[src/pkg/sdec_cfg.svh]
// register map, field positions and reset values of the drop event capture block
`ifndef SDEC_CFG_SVH
`define SDEC_CFG_SVH

// bus geometry
`define SDEC_ADDR_W      18
`define SDEC_DATA_W      32

// register indices; byte address is four times the index
`define SDEC_IMR_IDX     16'h1C20
`define SDEC_IPR_IDX     16'h1C21
`define SDEC_EVS_IDX     16'h1C22
`define SDEC_EVM_IDX     16'h1C23
`define SDEC_IDX_LSB     2'h0

// mask register field and reset
`define SDEC_IMR_BIT     0
`define SDEC_IMR_RST     1'h1

// pending register fields
`define SDEC_A_VALID_BIT 0
`define SDEC_A_PORT_LSB  1
`define SDEC_A_RSN_LSB   3
`define SDEC_B_PEND_BIT  7
`define SDEC_B_PORT_LSB  8
`define SDEC_B_RSN_LSB   10
`define SDEC_IPR_USED_W  14

// event status / event mask layout
`define SDEC_EVS_W       3
`define SDEC_EVS_RST     3'h0
`define SDEC_EVM_RST     3'h7

// reserved source port code
`define SDEC_PORT_RSVD   2'h3

`endif

[src/pkg/sdec_slot_if.sv]
// signals between the capture controller and one record slot
`timescale 1ns/1ps
interface sdec_slot_if;
  logic       load;        // store a new record
  logic       clear;       // clear-on-read
  logic [3:0] in_reason;   // reason to store
  logic [1:0] in_port;     // port to store
  logic       valid;       // slot holds a record
  logic [3:0] rec_reason;  // stored reason
  logic [1:0] rec_port;    // stored port

  modport ctrl (output load, output clear, output in_reason, output in_port,
                input valid, input rec_reason, input rec_port);
  modport slot (input load, input clear, input in_reason, input in_port,
                output valid, output rec_reason, output rec_port);
endinterface

[src/logic/sdec_slot.sv]
// one drop record slot: valid flag, reason and port, cleared on read
`timescale 1ns/1ps
module sdec_slot (
  input wire logic   pclk,
  input wire logic   presetn,
  sdec_slot_if.slot  sif
);

  logic       valid_q,  valid_d;   // record present
  logic [3:0] reason_q, reason_d;  // recorded reason
  logic [1:0] port_q,   port_d;    // recorded port

  // next record: a new load wins over the clear
  always_comb begin
    valid_d  = valid_q;
    reason_d = reason_q;
    port_d   = port_q;
    if (sif.load) begin
      valid_d  = 1'b1;
      reason_d = sif.in_reason;
      port_d   = sif.in_port;
    end else if (sif.clear) begin
      valid_d  = 1'b0;
      reason_d = 4'h0;
      port_d   = 2'h0;
    end
  end

  // record registers
  always_ff @(posedge pclk or negedge presetn) begin
    if (!presetn) begin
      valid_q  <= 1'b0;
      reason_q <= 4'h0;
      port_q   <= 2'h0;
    end else begin
      valid_q  <= valid_d;
      reason_q <= reason_d;
      port_q   <= port_d;
    end
  end

  assign sif.valid      = valid_q;
  assign sif.rec_reason = reason_q;
  assign sif.rec_port   = port_q;

endmodule

[src/logic/sdec_capture.sv]
// drop event capture: two record slots, mask, event status and APB registers
`timescale 1ns/1ps
`include "sdec_cfg.svh"
module sdec_capture (
  input  wire logic                     pclk,
  input  wire logic                     presetn,
  input  wire logic                     psel,
  input  wire logic                     penable,
  input  wire logic                     pwrite,
  input  wire logic [`SDEC_ADDR_W-1:0]  paddr,
  input  wire logic [`SDEC_DATA_W-1:0]  pwdata,
  output logic      [`SDEC_DATA_W-1:0]  prdata,
  output logic                          pready,
  output logic                          pslverr,
  input  wire logic                     drop_valid,
  input  wire logic [3:0]               drop_reason,
  input  wire logic [1:0]               drop_port,
  output logic                          irq
);

  ////////////////////////////////////////////////////////////////////////////
  // address decode

  localparam logic [`SDEC_ADDR_W-1:0] IMR_ADDR = {`SDEC_IMR_IDX, `SDEC_IDX_LSB};  // mask
  localparam logic [`SDEC_ADDR_W-1:0] IPR_ADDR = {`SDEC_IPR_IDX, `SDEC_IDX_LSB};  // pending
  localparam logic [`SDEC_ADDR_W-1:0] EVS_ADDR = {`SDEC_EVS_IDX, `SDEC_IDX_LSB};  // event status
  localparam logic [`SDEC_ADDR_W-1:0] EVM_ADDR = {`SDEC_EVM_IDX, `SDEC_IDX_LSB};  // event mask

  logic setup_rd;   // read setup cycle
  logic acc_wr;     // write access cycle
  logic sel_imr;    // decode hits
  logic sel_ipr;
  logic sel_evs;
  logic sel_evm;
  logic ipr_clr;    // clear-on-read strobe

  assign setup_rd = psel & ~penable & ~pwrite;
  assign acc_wr   = psel & penable & pwrite;
  assign sel_imr  = (paddr == IMR_ADDR);
  assign sel_ipr  = (paddr == IPR_ADDR);
  assign sel_evs  = (paddr == EVS_ADDR);
  assign sel_evm  = (paddr == EVM_ADDR);
  // read data is sampled at setup, so the clear acts there too
  assign ipr_clr  = setup_rd & sel_ipr;

  // zero wait states
  assign pready   = 1'b1;

  ////////////////////////////////////////////////////////////////////////////
  // record slots

  sdec_slot_if a_if ();  // slot A
  sdec_slot_if b_if ();  // slot B

  sdec_slot u_slot_a (
    .pclk    (pclk),
    .presetn (presetn),
    .sif     (a_if.slot)
  );

  sdec_slot u_slot_b (
    .pclk    (pclk),
    .presetn (presetn),
    .sif     (b_if.slot)
  );

  logic ev_ok;   // event with a legal port
  logic a_free;  // slot A can take the event
  logic b_free;  // slot B can take the event
  logic load_a;
  logic load_b;
  logic lost;    // both slots busy

  // reserved port code is never recorded
  assign ev_ok  = drop_valid & (drop_port != `SDEC_PORT_RSVD);
  // a slot being cleared this cycle counts as free: the set wins
  assign a_free = ~a_if.valid | ipr_clr;
  assign b_free = ~b_if.valid | ipr_clr;
  // allocation: A first, then B, else drop
  assign load_a = ev_ok & a_free;
  assign load_b = ev_ok & ~a_free & b_free;
  assign lost   = ev_ok & ~a_free & ~b_free;

  assign a_if.load      = load_a;
  assign a_if.clear     = ipr_clr;
  // reason codes are stored as given, reserved ones included
  assign a_if.in_reason = drop_reason;
  assign a_if.in_port   = drop_port;
  assign b_if.load      = load_b;
  assign b_if.clear     = ipr_clr;
  assign b_if.in_reason = drop_reason;
  assign b_if.in_port   = drop_port;

  // pending register image
  logic [`SDEC_DATA_W-1:0] ipr_word;
  always_comb begin
    ipr_word = '0;
    ipr_word[`SDEC_A_VALID_BIT]                  = a_if.valid;
    ipr_word[`SDEC_A_PORT_LSB +: 2]              = a_if.rec_port;
    ipr_word[`SDEC_A_RSN_LSB +: 4]               = a_if.rec_reason;
    ipr_word[`SDEC_B_PEND_BIT]                   = b_if.valid;
    ipr_word[`SDEC_B_PORT_LSB +: 2]              = b_if.rec_port;
    ipr_word[`SDEC_B_RSN_LSB +: 4]               = b_if.rec_reason;
  end

  ////////////////////////////////////////////////////////////////////////////
  // software registers

  logic                    imr_q, imr_d;          // interrupt mask
  logic [`SDEC_EVS_W-1:0]  evs_q, evs_d;          // sticky events
  logic [`SDEC_EVS_W-1:0]  evm_q, evm_d;          // event mask
  logic [`SDEC_DATA_W-1:0] prdata_q, prdata_d;    // read data
  logic                    slverr_q, slverr_d;    // unmapped access

  // next values of the register file
  always_comb begin
    imr_d    = imr_q;
    evm_d    = evm_q;
    evs_d    = evs_q;
    prdata_d = prdata_q;
    slverr_d = slverr_q;
    // writes land at the access edge
    if (acc_wr && sel_imr) begin
      imr_d = pwdata[`SDEC_IMR_BIT];
    end
    if (acc_wr && sel_evm) begin
      evm_d = pwdata[`SDEC_EVS_W-1:0];
    end
    if (acc_wr && sel_evs) begin
      evs_d = evs_q & ~pwdata[`SDEC_EVS_W-1:0];  // write one to clear
    end
    // new events win over a clear in the same cycle
    evs_d = evs_d | {lost, load_b, load_a};
    // reads and errors are captured at setup
    if (psel && !penable) begin
      prdata_d = '0;
      slverr_d = 1'b0;
      if (sel_imr) begin
        prdata_d[`SDEC_IMR_BIT] = imr_q;
      end else if (sel_ipr) begin
        prdata_d = pwrite ? '0 : ipr_word;
      end else if (sel_evs) begin
        prdata_d[`SDEC_EVS_W-1:0] = evs_q;
      end else if (sel_evm) begin
        prdata_d[`SDEC_EVS_W-1:0] = evm_q;
      end else begin
        slverr_d = 1'b1;  // unmapped address
      end
    end
  end

  // register file flops; mask comes up set
  always_ff @(posedge pclk or negedge presetn) begin
    if (!presetn) begin
      imr_q    <= `SDEC_IMR_RST;
      evs_q    <= `SDEC_EVS_RST;
      evm_q    <= `SDEC_EVM_RST;
      prdata_q <= '0;
      slverr_q <= 1'b0;
    end else begin
      imr_q    <= imr_d;
      evs_q    <= evs_d;
      evm_q    <= evm_d;
      prdata_q <= prdata_d;
      slverr_q <= slverr_d;
    end
  end

  assign prdata  = prdata_q;
  assign pslverr = slverr_q & psel & penable;

  ////////////////////////////////////////////////////////////////////////////
  // interrupt output

  logic irq_src;  // any unmasked cause
  // the mask only touches this path, records run on regardless
  assign irq_src = a_if.valid | b_if.valid | (|(evs_q & ~evm_q));
  assign irq     = ~imr_q & irq_src;
endmodule

[config.mk]
export PLATFORM = sky130hd
export DESIGN_NAME = sdec_capture
export DESIGN_NICKNAME = d
export VERILOG_FILES = /design/src/pkg/sdec_slot_if.sv /design/src/logic/sdec_slot.sv /design/src/logic/sdec_capture.sv
export VERILOG_INCLUDE_DIRS = /design/src /design/src/pkg
export SDC_FILE = /design/constraint.sdc
export NUM_CORES = 1
export LEC_CHECK = 0
export BUFFER_PORTS_ARGS = -buffer_cell sky130_fd_sc_hd__buf_4
export CORE_MARGIN = 2
export CORE_UTILIZATION = 45
export CTS_CLUSTER_SIZE = 10
export DETAILED_ROUTE_END_ITERATION = 12
export PLACE_DENSITY = 0.9
export SLEW_MARGIN = 20
export SYNTH_ARGS = -nofsm -noshare
export SYNTH_HDL_FRONTEND = slang
export SYNTH_SLANG_ARGS = --single-unit
[constraint.sdc]
create_clock -name pclk -period 1.5 [get_ports pclk]
set_input_delay 0.15 -clock pclk [delete_from_list [all_inputs] [get_ports pclk]]
set_output_delay 0.15 -clock pclk [all_outputs]
set_load 0.02 [all_outputs]
Word-level counts from Yosys, hierarchy flattened. Index checks and enable logic that the tools add are counted.

Add/sub/neg operators: 0. Multiply operators: 0. Div/mod/pow operators: 0. Order comparisons: 0. Equal/unequal tests: 5. Shift operators: 0. Muxes and demuxes: 21. Bitwise gates (word level): 29. Reduce and logical (&&, ||, !) cells: 8.

Operators with widths (number): $eq A18 B15 Y1 const B (4); $mux W31 (1); $mux W14 (1); $and A1 B1 Y1 (13); $mux W3 (4); $mux W4 (3); $mux W11 (1); $mux W1 (8); $not A1 Y1 (7); $and A3 B3 Y3 (2); $mux W2 (3); $not A3 Y3 (2); $logic_and A1 B1 Y1 (4); $or A1 B1 Y1 (4); $reduce_bool A2 Y1 (2); $or A3 B3 Y3 (1); $reduce_or A3 Y1 (1); $ne A2 B2 Y1 const B (1); $logic_not A1 Y1 (1).

Bits in registers: 54. Bits in latches: 0. Bits in writable memories: 0. Bits in read-only memories: 0. Input port bits: 62. Output and inout bits: 35. Logic and storage cells: 74. Memories kept: 0.

Longest topological paths before layout. Gate-level depths: netlist of the first run.

Word-level depth: 9. Mapped depth: 6. Mapped depth without buffers: 4.

By module. A second synthesis of the first run with hierarchy kept.

Cells, all modules: 151. Area, all modules: 1809.2 µm².

By module, submodules not included: sdec_capture (times used 1, cells each 117, area each 1266.2 µm², sequential area each 555.5 µm²); sdec_slot (times used 2, cells each 17, area each 271.5 µm², sequential area each 175.2 µm²).

Worst setup path after synthesis of the first run. No wires, ideal clock.

Kind: input -> register. From: in paddr[1]. To: reg imr_q. Arrival: 1.340 ns. Path slack: 0.075 ns. Stages on the path: 4. Path buffers: 0. Cell sequence: nor4_4 nand4_4 nor4b_2 mux2_1.

Longest elaborated chain between the ends: 2.

Ends and longest elaborated chain: start: declaration (line sdec_capture.sv:10) `` input wire logic [`SDEC_ADDR_W-1:0] paddr, ``; $eq A18 B15 Y1 (line sdec_capture.sv:39) `assign sel_imr = (paddr == IMR_ADDR);`; $logic_and A1 B1 Y1 (line sdec_capture.sv:123) `if (acc_wr && sel_imr) begin`; end signal: assignment (line sdec_capture.sv:155) `` imr_q <= `SDEC_IMR_RST; ``; end signal: assignment (line sdec_capture.sv:161) `imr_q <= imr_d;`; end: declaration (line sdec_capture.sv:109) `logic imr_q, imr_d;`.

No other way between the ends. A chain may end at the register's enable or synchronous reset.

Worst setup path after layout of the first run.
From: reg evm_q[2]. To: out irq.

Longest elaborated chain between the ends: 5.

Ends and longest elaborated chain: start: declaration (line sdec_capture.sv:111) `` logic [`SDEC_EVS_W-1:0] evm_q, evm_d; ``; start signal: assignment (line sdec_capture.sv:157) `` evm_q <= `SDEC_EVM_RST; ``; start signal: assignment (line sdec_capture.sv:163) `evm_q <= evm_d;`; $not A3 Y3 (line sdec_capture.sv:177) `assign irq_src = a_if.valid | b_if.valid | (|(evs_q & ~evm_q));`; $and A3 B3 Y3 (line sdec_capture.sv:177); $reduce_or A3 Y1 (line sdec_capture.sv:177); $or A1 B1 Y1 (line sdec_capture.sv:177); $and A1 B1 Y1 (line sdec_capture.sv:178) `assign irq = ~imr_q & irq_src;`; end: declaration (line sdec_capture.sv:18) `output logic irq`.

No other way between the ends.

==> flow_metrics.py, run 1 <==
metrics = {
    "clocking": {
        "clk_pin_slew_ns": 0.07,
        "clock_sinks": 36,
        "tritoncts": "built",
        "cts_buffers": 5,
        "cts_root_buffer": "clkbuf_8",
        "cts_max_level": 2,
        "clk_latency_ns": 0.30,
        "clock_path_buffers": 2,
    },
    "timing": {
        "setup_violations": 0,
        "hold_violations": 0,
        "layout_min_cycle_time_ns": 1.487,
        "max_freq_mhz": 672.6,
        "slew_violations": 0,
        "hold_ws_ns": 0.07688,
        "period_share_pct": 99.12,
        "skew_ns": 0.009825,
        "fin_ws_ns": 0.01323,
        "rsz0062_at_grt": "yes",
    },
    "job": {
        "drv_cap": 0,
    },
    "placed_design": {
        "gp_congestion": 0.9544,
        "portBuffers": 48,
        "dpl.hpwl_mm": 2.884,
        "place_ws_ns": -0.1128,
    },
    "finish": {
        "layout-drive-gt1-share_pct": 39.91,
        "n_fill_cell": 347,
        "antennaDiodeCount": 0,
        "multi_input_area_um2": 814.5,
        "area_delta_synth_final_pct": 29.76,
        "layout_common_cells": "buf_4, dfrtp_1, conb_1, a22o_1, nand2_1",
        "regArea_um2": 905.9,
        "final_nets": 284,
        "layout_commonest_cell": "buf_4",
    },
    "power_and_ir_drop": {
        "p_per_area_mw_per_mm2": 823.7,
        "power_w": 0.001969,
        "ir_drop_uv": 439.2,
        "p_leak_nw": 1.237,
    },
    "global_route": {
        "met1_usage_pct": 23.87,
        "grt-ovfl-total": 0,
        "grt_pass1_wl_mm": 6.410,
        "top_usage_layer": "met2",
        "grt_use_met2_pct": 31.31,
        "track_usage_pct": 19.18,
        "grt_max_degree": 37,
        "grt_pass1_vias": 1372,
        "met3_usage_pct": 4.605,
        "antenna_found_initial": 0,
    },
    "synth": {
        "synthFlopType": "dfrtp_1",
        "synth_area_leader_cell": "dfrtp_1",
        "syn_avg_cell_area_um2": 11.51,
        "yosysWarnings": 0,
        "synth_cell_types": 43,
        "synth_cells": 160,
        "synth_edf_count": 0,
        "yosysTopAreaCellShare_pct": 43.48,
        "synth_area_mm2": 0.001842,
        "yosysSeqAreaShare_pct": 49.18,
        "netlist_top_cells_area": "dfrtp_1, a22o_1, buf_4",
        "async_flop_share_pct": 100.0,
        "ys_ff_latch": 36,
    },
    "critical_path": {
        "cp_slowest_cell": "dfstp_2",
        "crit_required_ns": 1.35,
        "crit_path_cell_trace": "nor2b_2, nor4_2, nor2_1, buf_4",
        "cp-end-kind": "output port",
        "critPathMaxStageDelay_ns": 0.55,
        "crit_path_start_kind": "flop",
        "crit_path_max_fanout": 2,
        "worstSetupPathType": "reg -> out",
        "worst_ep_arrival_time_ns": 1.34,
    },
    "floorplan": {
        "core_mm2": 0.003971,
        "num_rows": 23,
        "die_area_mm2": 0.004621,
        "die_x_um": 67.98,
        "ios": 97,
        "initial_core_util_pct": 46.38,
        "die_h_um": 67.98,
    },
    "drt": {
        "vias_per_cell": 5.132,
        "wire_per_inst_um": 14.23,
        "vias": 1401,
        "drtIter0Drc": 95,
        "drtAntennaViolNets": 0,
        "dr.pass1.iters": 4,
        "drt-total-wl_mm": 3.884,
        "drc": 0,
    },
    "run_status": {
        "outcome": "finished, final reports clean",
    },
    "hold_path": {
        "hold_path_class": "in -> reg",
    },
}
[through the flow]
stage,setup TNS (ns),utilization (%),cells,cell area [um2]
CTS,-0.05859,59.80,273,2375
global placement,-1.114,57.03,263,2265
finish,0,60.18,273,2390
floorplan,0,-,177,1906
global route,-0.02481,60.18,273,2390
detailed placement,-2.232,57.03,263,2265
[cell type report]
| cell class | instances | area share (%) |
|---|---|---|
| sequential | 36 | 37.91 |
| multi-input combinational | 109 | 34.08 |
| timing repair buffer | 63 | 20.42 |
| clock buffer | 6 | 3.456 |
| tap | 50 | 2.618 |
| inverter | 7 | 1.099 |
| clock inverter | 2 | 0.4188 |
[critical path, delay by kind of cell (launching register included)]
kind	cells	cell delay (ns)
buffers and inverters	1	0.16
DFF	1	0.55
and+or+nand+nor	3	0.33
[final timing paths]
path,cells after the start,endpoint,start,slack (ns)
worst max register to register,4,prdata[0],u_slot_a.sif.valid,0.11
max in group asynchronous,2,evm_q[1],presetn,0.80
worst min register to register,2,slverr_q,slverr_q,0.48
min in group asynchronous,2,prdata[10],presetn,0.34
worst max-delay path,4,irq,evm_q[2],0.01
worst min-delay path,2,evm_q[2],pwdata[2],0.08
[registers in the layout (all words and copies together) (netlist names)]
signal / flops
imr_q: 1
u_slot_a.sif.rec_reason: 4
u_slot_a.sif.rec_port: 2
u_slot_a.sif.valid: 1
slverr_q: 1
evs_q: 3
u_slot_b.sif.rec_reason: 4
evm_q: 3
prdata: 14
u_slot_b.sif.rec_port: 2
u_slot_b.sif.valid: 1
[power breakdown]
group,internal (W),total (W),switching [W]
registers,0.00100,0.00102,0.0000152
logic,0.000100,0.000236,0.000136
clock network,0.000366,0.000717,0.000351
total,0.00147,0.00197,0.000502
[cells in the mapped netlist, types with 2 or more instances]
library cell / instances
o31ai_1: 3
conb_1: 2
nor2b_1: 2
nor2_1: 9
mux2i_1: 7
buf_4: 19
nand2_1: 10
nor4b_4: 2
nor3_1: 2
dfstp_2: 4
o22ai_1: 2
dfrtp_1: 32
mux2_1: 4
o21ai_0: 2
and3_1: 2
clkbuf_1: 3
nand3_1: 2
a22oi_1: 2
mux2_2: 2
nand4_1: 3
inv_1: 7
a21oi_1: 2
a22o_1: 17
[cell families (layout without fill, tap and decap cells)]
kind of cell    count (synthesis)  in the layout  synth area share (%)
mux                            13             13                 7.473
other cells                     2             19                0.4078
compound gates                 34             34                 15.15
simple gates                   43             43                 16.92
flops                          36             36                 49.18
buf+inv                        32             78                 10.87
[per-layer routing]
| layer | up-vias | part of all wire, % | wire, um |
|---|---|---|---|
| met5 | - | 0 | 0 |
| met4 | 0 | 2.0 | 79 |
| met3 | 7 | 6.8 | 264 |
| met2 | 63 | 50 | 1959 |
| met1 | 668 | 41 | 1581 |
| li1 | 663 | - | - |
[timing repair]
item                                   in CTS  in global routing
hold buffers                                1                  0
buffers inserted                            1                  0
endpoints found under the hold margin      32                  0
pin swaps                                   1                  0
setup endpoints to repair                   1                  1
resized for setup                           0                  3
(Power assumes the default switching activity.)
==> run 2: changes to the inputs <==
- PLACE_DENSITY: 0.9 -> 0.8
==> flow_metrics.py, run 2 (synthesized netlist as in run 1, its figures left out) <==
metrics = {
    "run_status": {
        "outcome": "finished, violations left",
        "violations": "setup timing",
    },
    "finish": {
        "layout_commonest_cell": "buf_4",
        "layout-drive-gt1-share_pct": 37.10,
        "final_nets": 282,
        "area_delta_synth_final_pct": 27.31,
        "largest_reg_flops": 14,
        "antennaDiodeCount": 0,
        "layout_common_cells": "buf_4, dfrtp_1, conb_1, a22o_1, nand2_1",
        "final_cells": 271,
    },
    "global_route": {
        "grt_pass1_wl_mm": 6.078,
        "grt_pass1_vias": 1305,
        "grt_max_degree": 37,
        "grt-ovfl-total": 0,
        "antenna_found_initial": 0,
        "track_usage_pct": 17.70,
    },
    "timing": {
        "hold_ws_ns": 0.09333,
        "max_freq_mhz": 661.0,
        "rsz0062_at_grt": "yes",
        "layout_min_cycle_time_ns": 1.513,
        "slew_violations": 0,
        "fin_ws_ns": -0.01296,
        "setup_violations": 1,
        "hold_violations": 0,
        "skew_ns": 0.005785,
        "period_share_pct": 100.9,
    },
    "clocking": {
        "clk_latency_ns": 0.28,
        "cts_root_buffer": "clkbuf_8",
        "clock_path_buffers": 2,
        "cts_max_level": 2,
        "tritoncts": "built",
        "clk_pin_slew_ns": 0.06,
        "clock_sinks": 36,
        "cts_buffers": 5,
        "postCtsResizedCells": 0,
    },
    "drt": {
        "drtIter0Drc": 61,
        "wire_per_inst_um": 13.65,
        "dr.pass1.iters": 4,
        "drc": 0,
        "drtAntennaViolNets": 0,
        "drt-total-wl_mm": 3.699,
        "vias": 1324,
        "vias_per_cell": 4.886,
    },
    "power_and_ir_drop": {
        "p_int_w": 0.001473,
        "share_comb_of_total_power_pct": 12.0,
        "p_leak_nw": 1.202,
        "p_clk_share_pct": 35.6,
        "power.share.sequential_pct": 52.3,
        "p_per_area_mw_per_mm2": 828.8,
        "p_sw_share_pct": 24.19,
        "ir_drop_uv": 524.7,
        "p_switching_w": 0.0004701,
    },
    "floorplan": {
        "core_mm2": 0.003971,
        "initial_core_util_pct": 46.38,
        "die_x_um": 67.98,
        "num_rows": 23,
        "die_h_um": 67.98,
        "ios": 97,
        "die_area_mm2": 0.004621,
    },
    "hold_path": {
        "worstHoldEndpoint": "evm_q[1]",
        "hold-path-cell-count": 2,
        "hold_path_class": "in -> reg",
        "worstHoldStart": "pwdata[1]",
    },
    "placed_design": {
        "placed_cells": 259,
        "place_ws_ns": -0.1210,
        "gp_congestion": 0.8419,
        "dpl.hpwl_mm": 2.835,
        "portBuffers": 48,
    },
    "critical_path": {
        "startpoint": "evm_q[1]",
        "crit_path_start_kind": "flop",
        "ff2ff_path_depth": 4,
        "reg2reg_to": "prdata[0]",
        "rrSetupSlack_ns": 0.17,
        "worstSetupPathType": "reg -> out",
        "rr_startpoint": "u_slot_a.sif.valid",
        "worst_ep_arrival_time_ns": 1.36,
        "crit_required_ns": 1.35,
        "cp-end-kind": "output port",
        "crit_path_max_fanout": 2,
    },
    "job": {
        "drv_cap": 0,
    },
}
run 2: cell type report:
cell class              count  area, um2
well taps                  50      62.56
multi-input cells         109      799.5
repair buffers             61      460.4
fillers                   348       1627
flip-flops and latches     36      905.9
inverters                   7      26.28
clock buffers               8      90.09
run 2: how the worst max path moves through the flow:
stage	to	slack, ns
after floorplan	imr_q	0.08
after global placement	imr_q	-0.09
after detailed placement	imr_q	-0.12
after CTS	irq	-0.02
after global routing	irq	-0.05
final	irq	-0.01
run 2: worst max-delay path: stages, from the launching register on:
cell	delay (ns)
dfstp_2	0.54
o22ai_1	0.08
nor4_1	0.23
nor2_1	0.07
buf_4	0.16
run 2: through the flow:
stage,total power (W),util (%),instance area [um2],TNS (ns)
2_1_floorplan,0.001183,-,1906,0
3_3_place_gp,0.001259,55.95,2222,-0.4646
3_5_place_dp,0.001267,55.95,2222,-1.041
4_1_cts,0.001960,59.04,2345,-0.01865
5_1_grt,0.002038,59.04,2345,-0.04880
6_report,0.001943,59.04,2345,-0.01296
run 2: power groups by stage:
stage	combinational (W)	sequential, W	clock [W]
final	0.000234	0.00102	0.000693
after CTS	0.000235	0.00102	0.000708
after global placement	0.000226	0.00103	0
after detailed placement	0.000232	0.00104	0
after global routing	0.000258	0.00102	0.000760
after floorplan	0.000154	0.00103	0
run 2: repair_timing:
action	4_1_cts	5_1_grt
hold buffers	1	0
pin swaps	1	0
endpoints found under the setup margin	1	1
hold endpoints to repair	32	0
setup buffers	3	0
run 2: metal layers:
layer,GRT usage (%),routed length (um)
met4,5.250,51
met2,28.40,1781
met5,0,0
met3,3.947,150
met1,23.92,1715
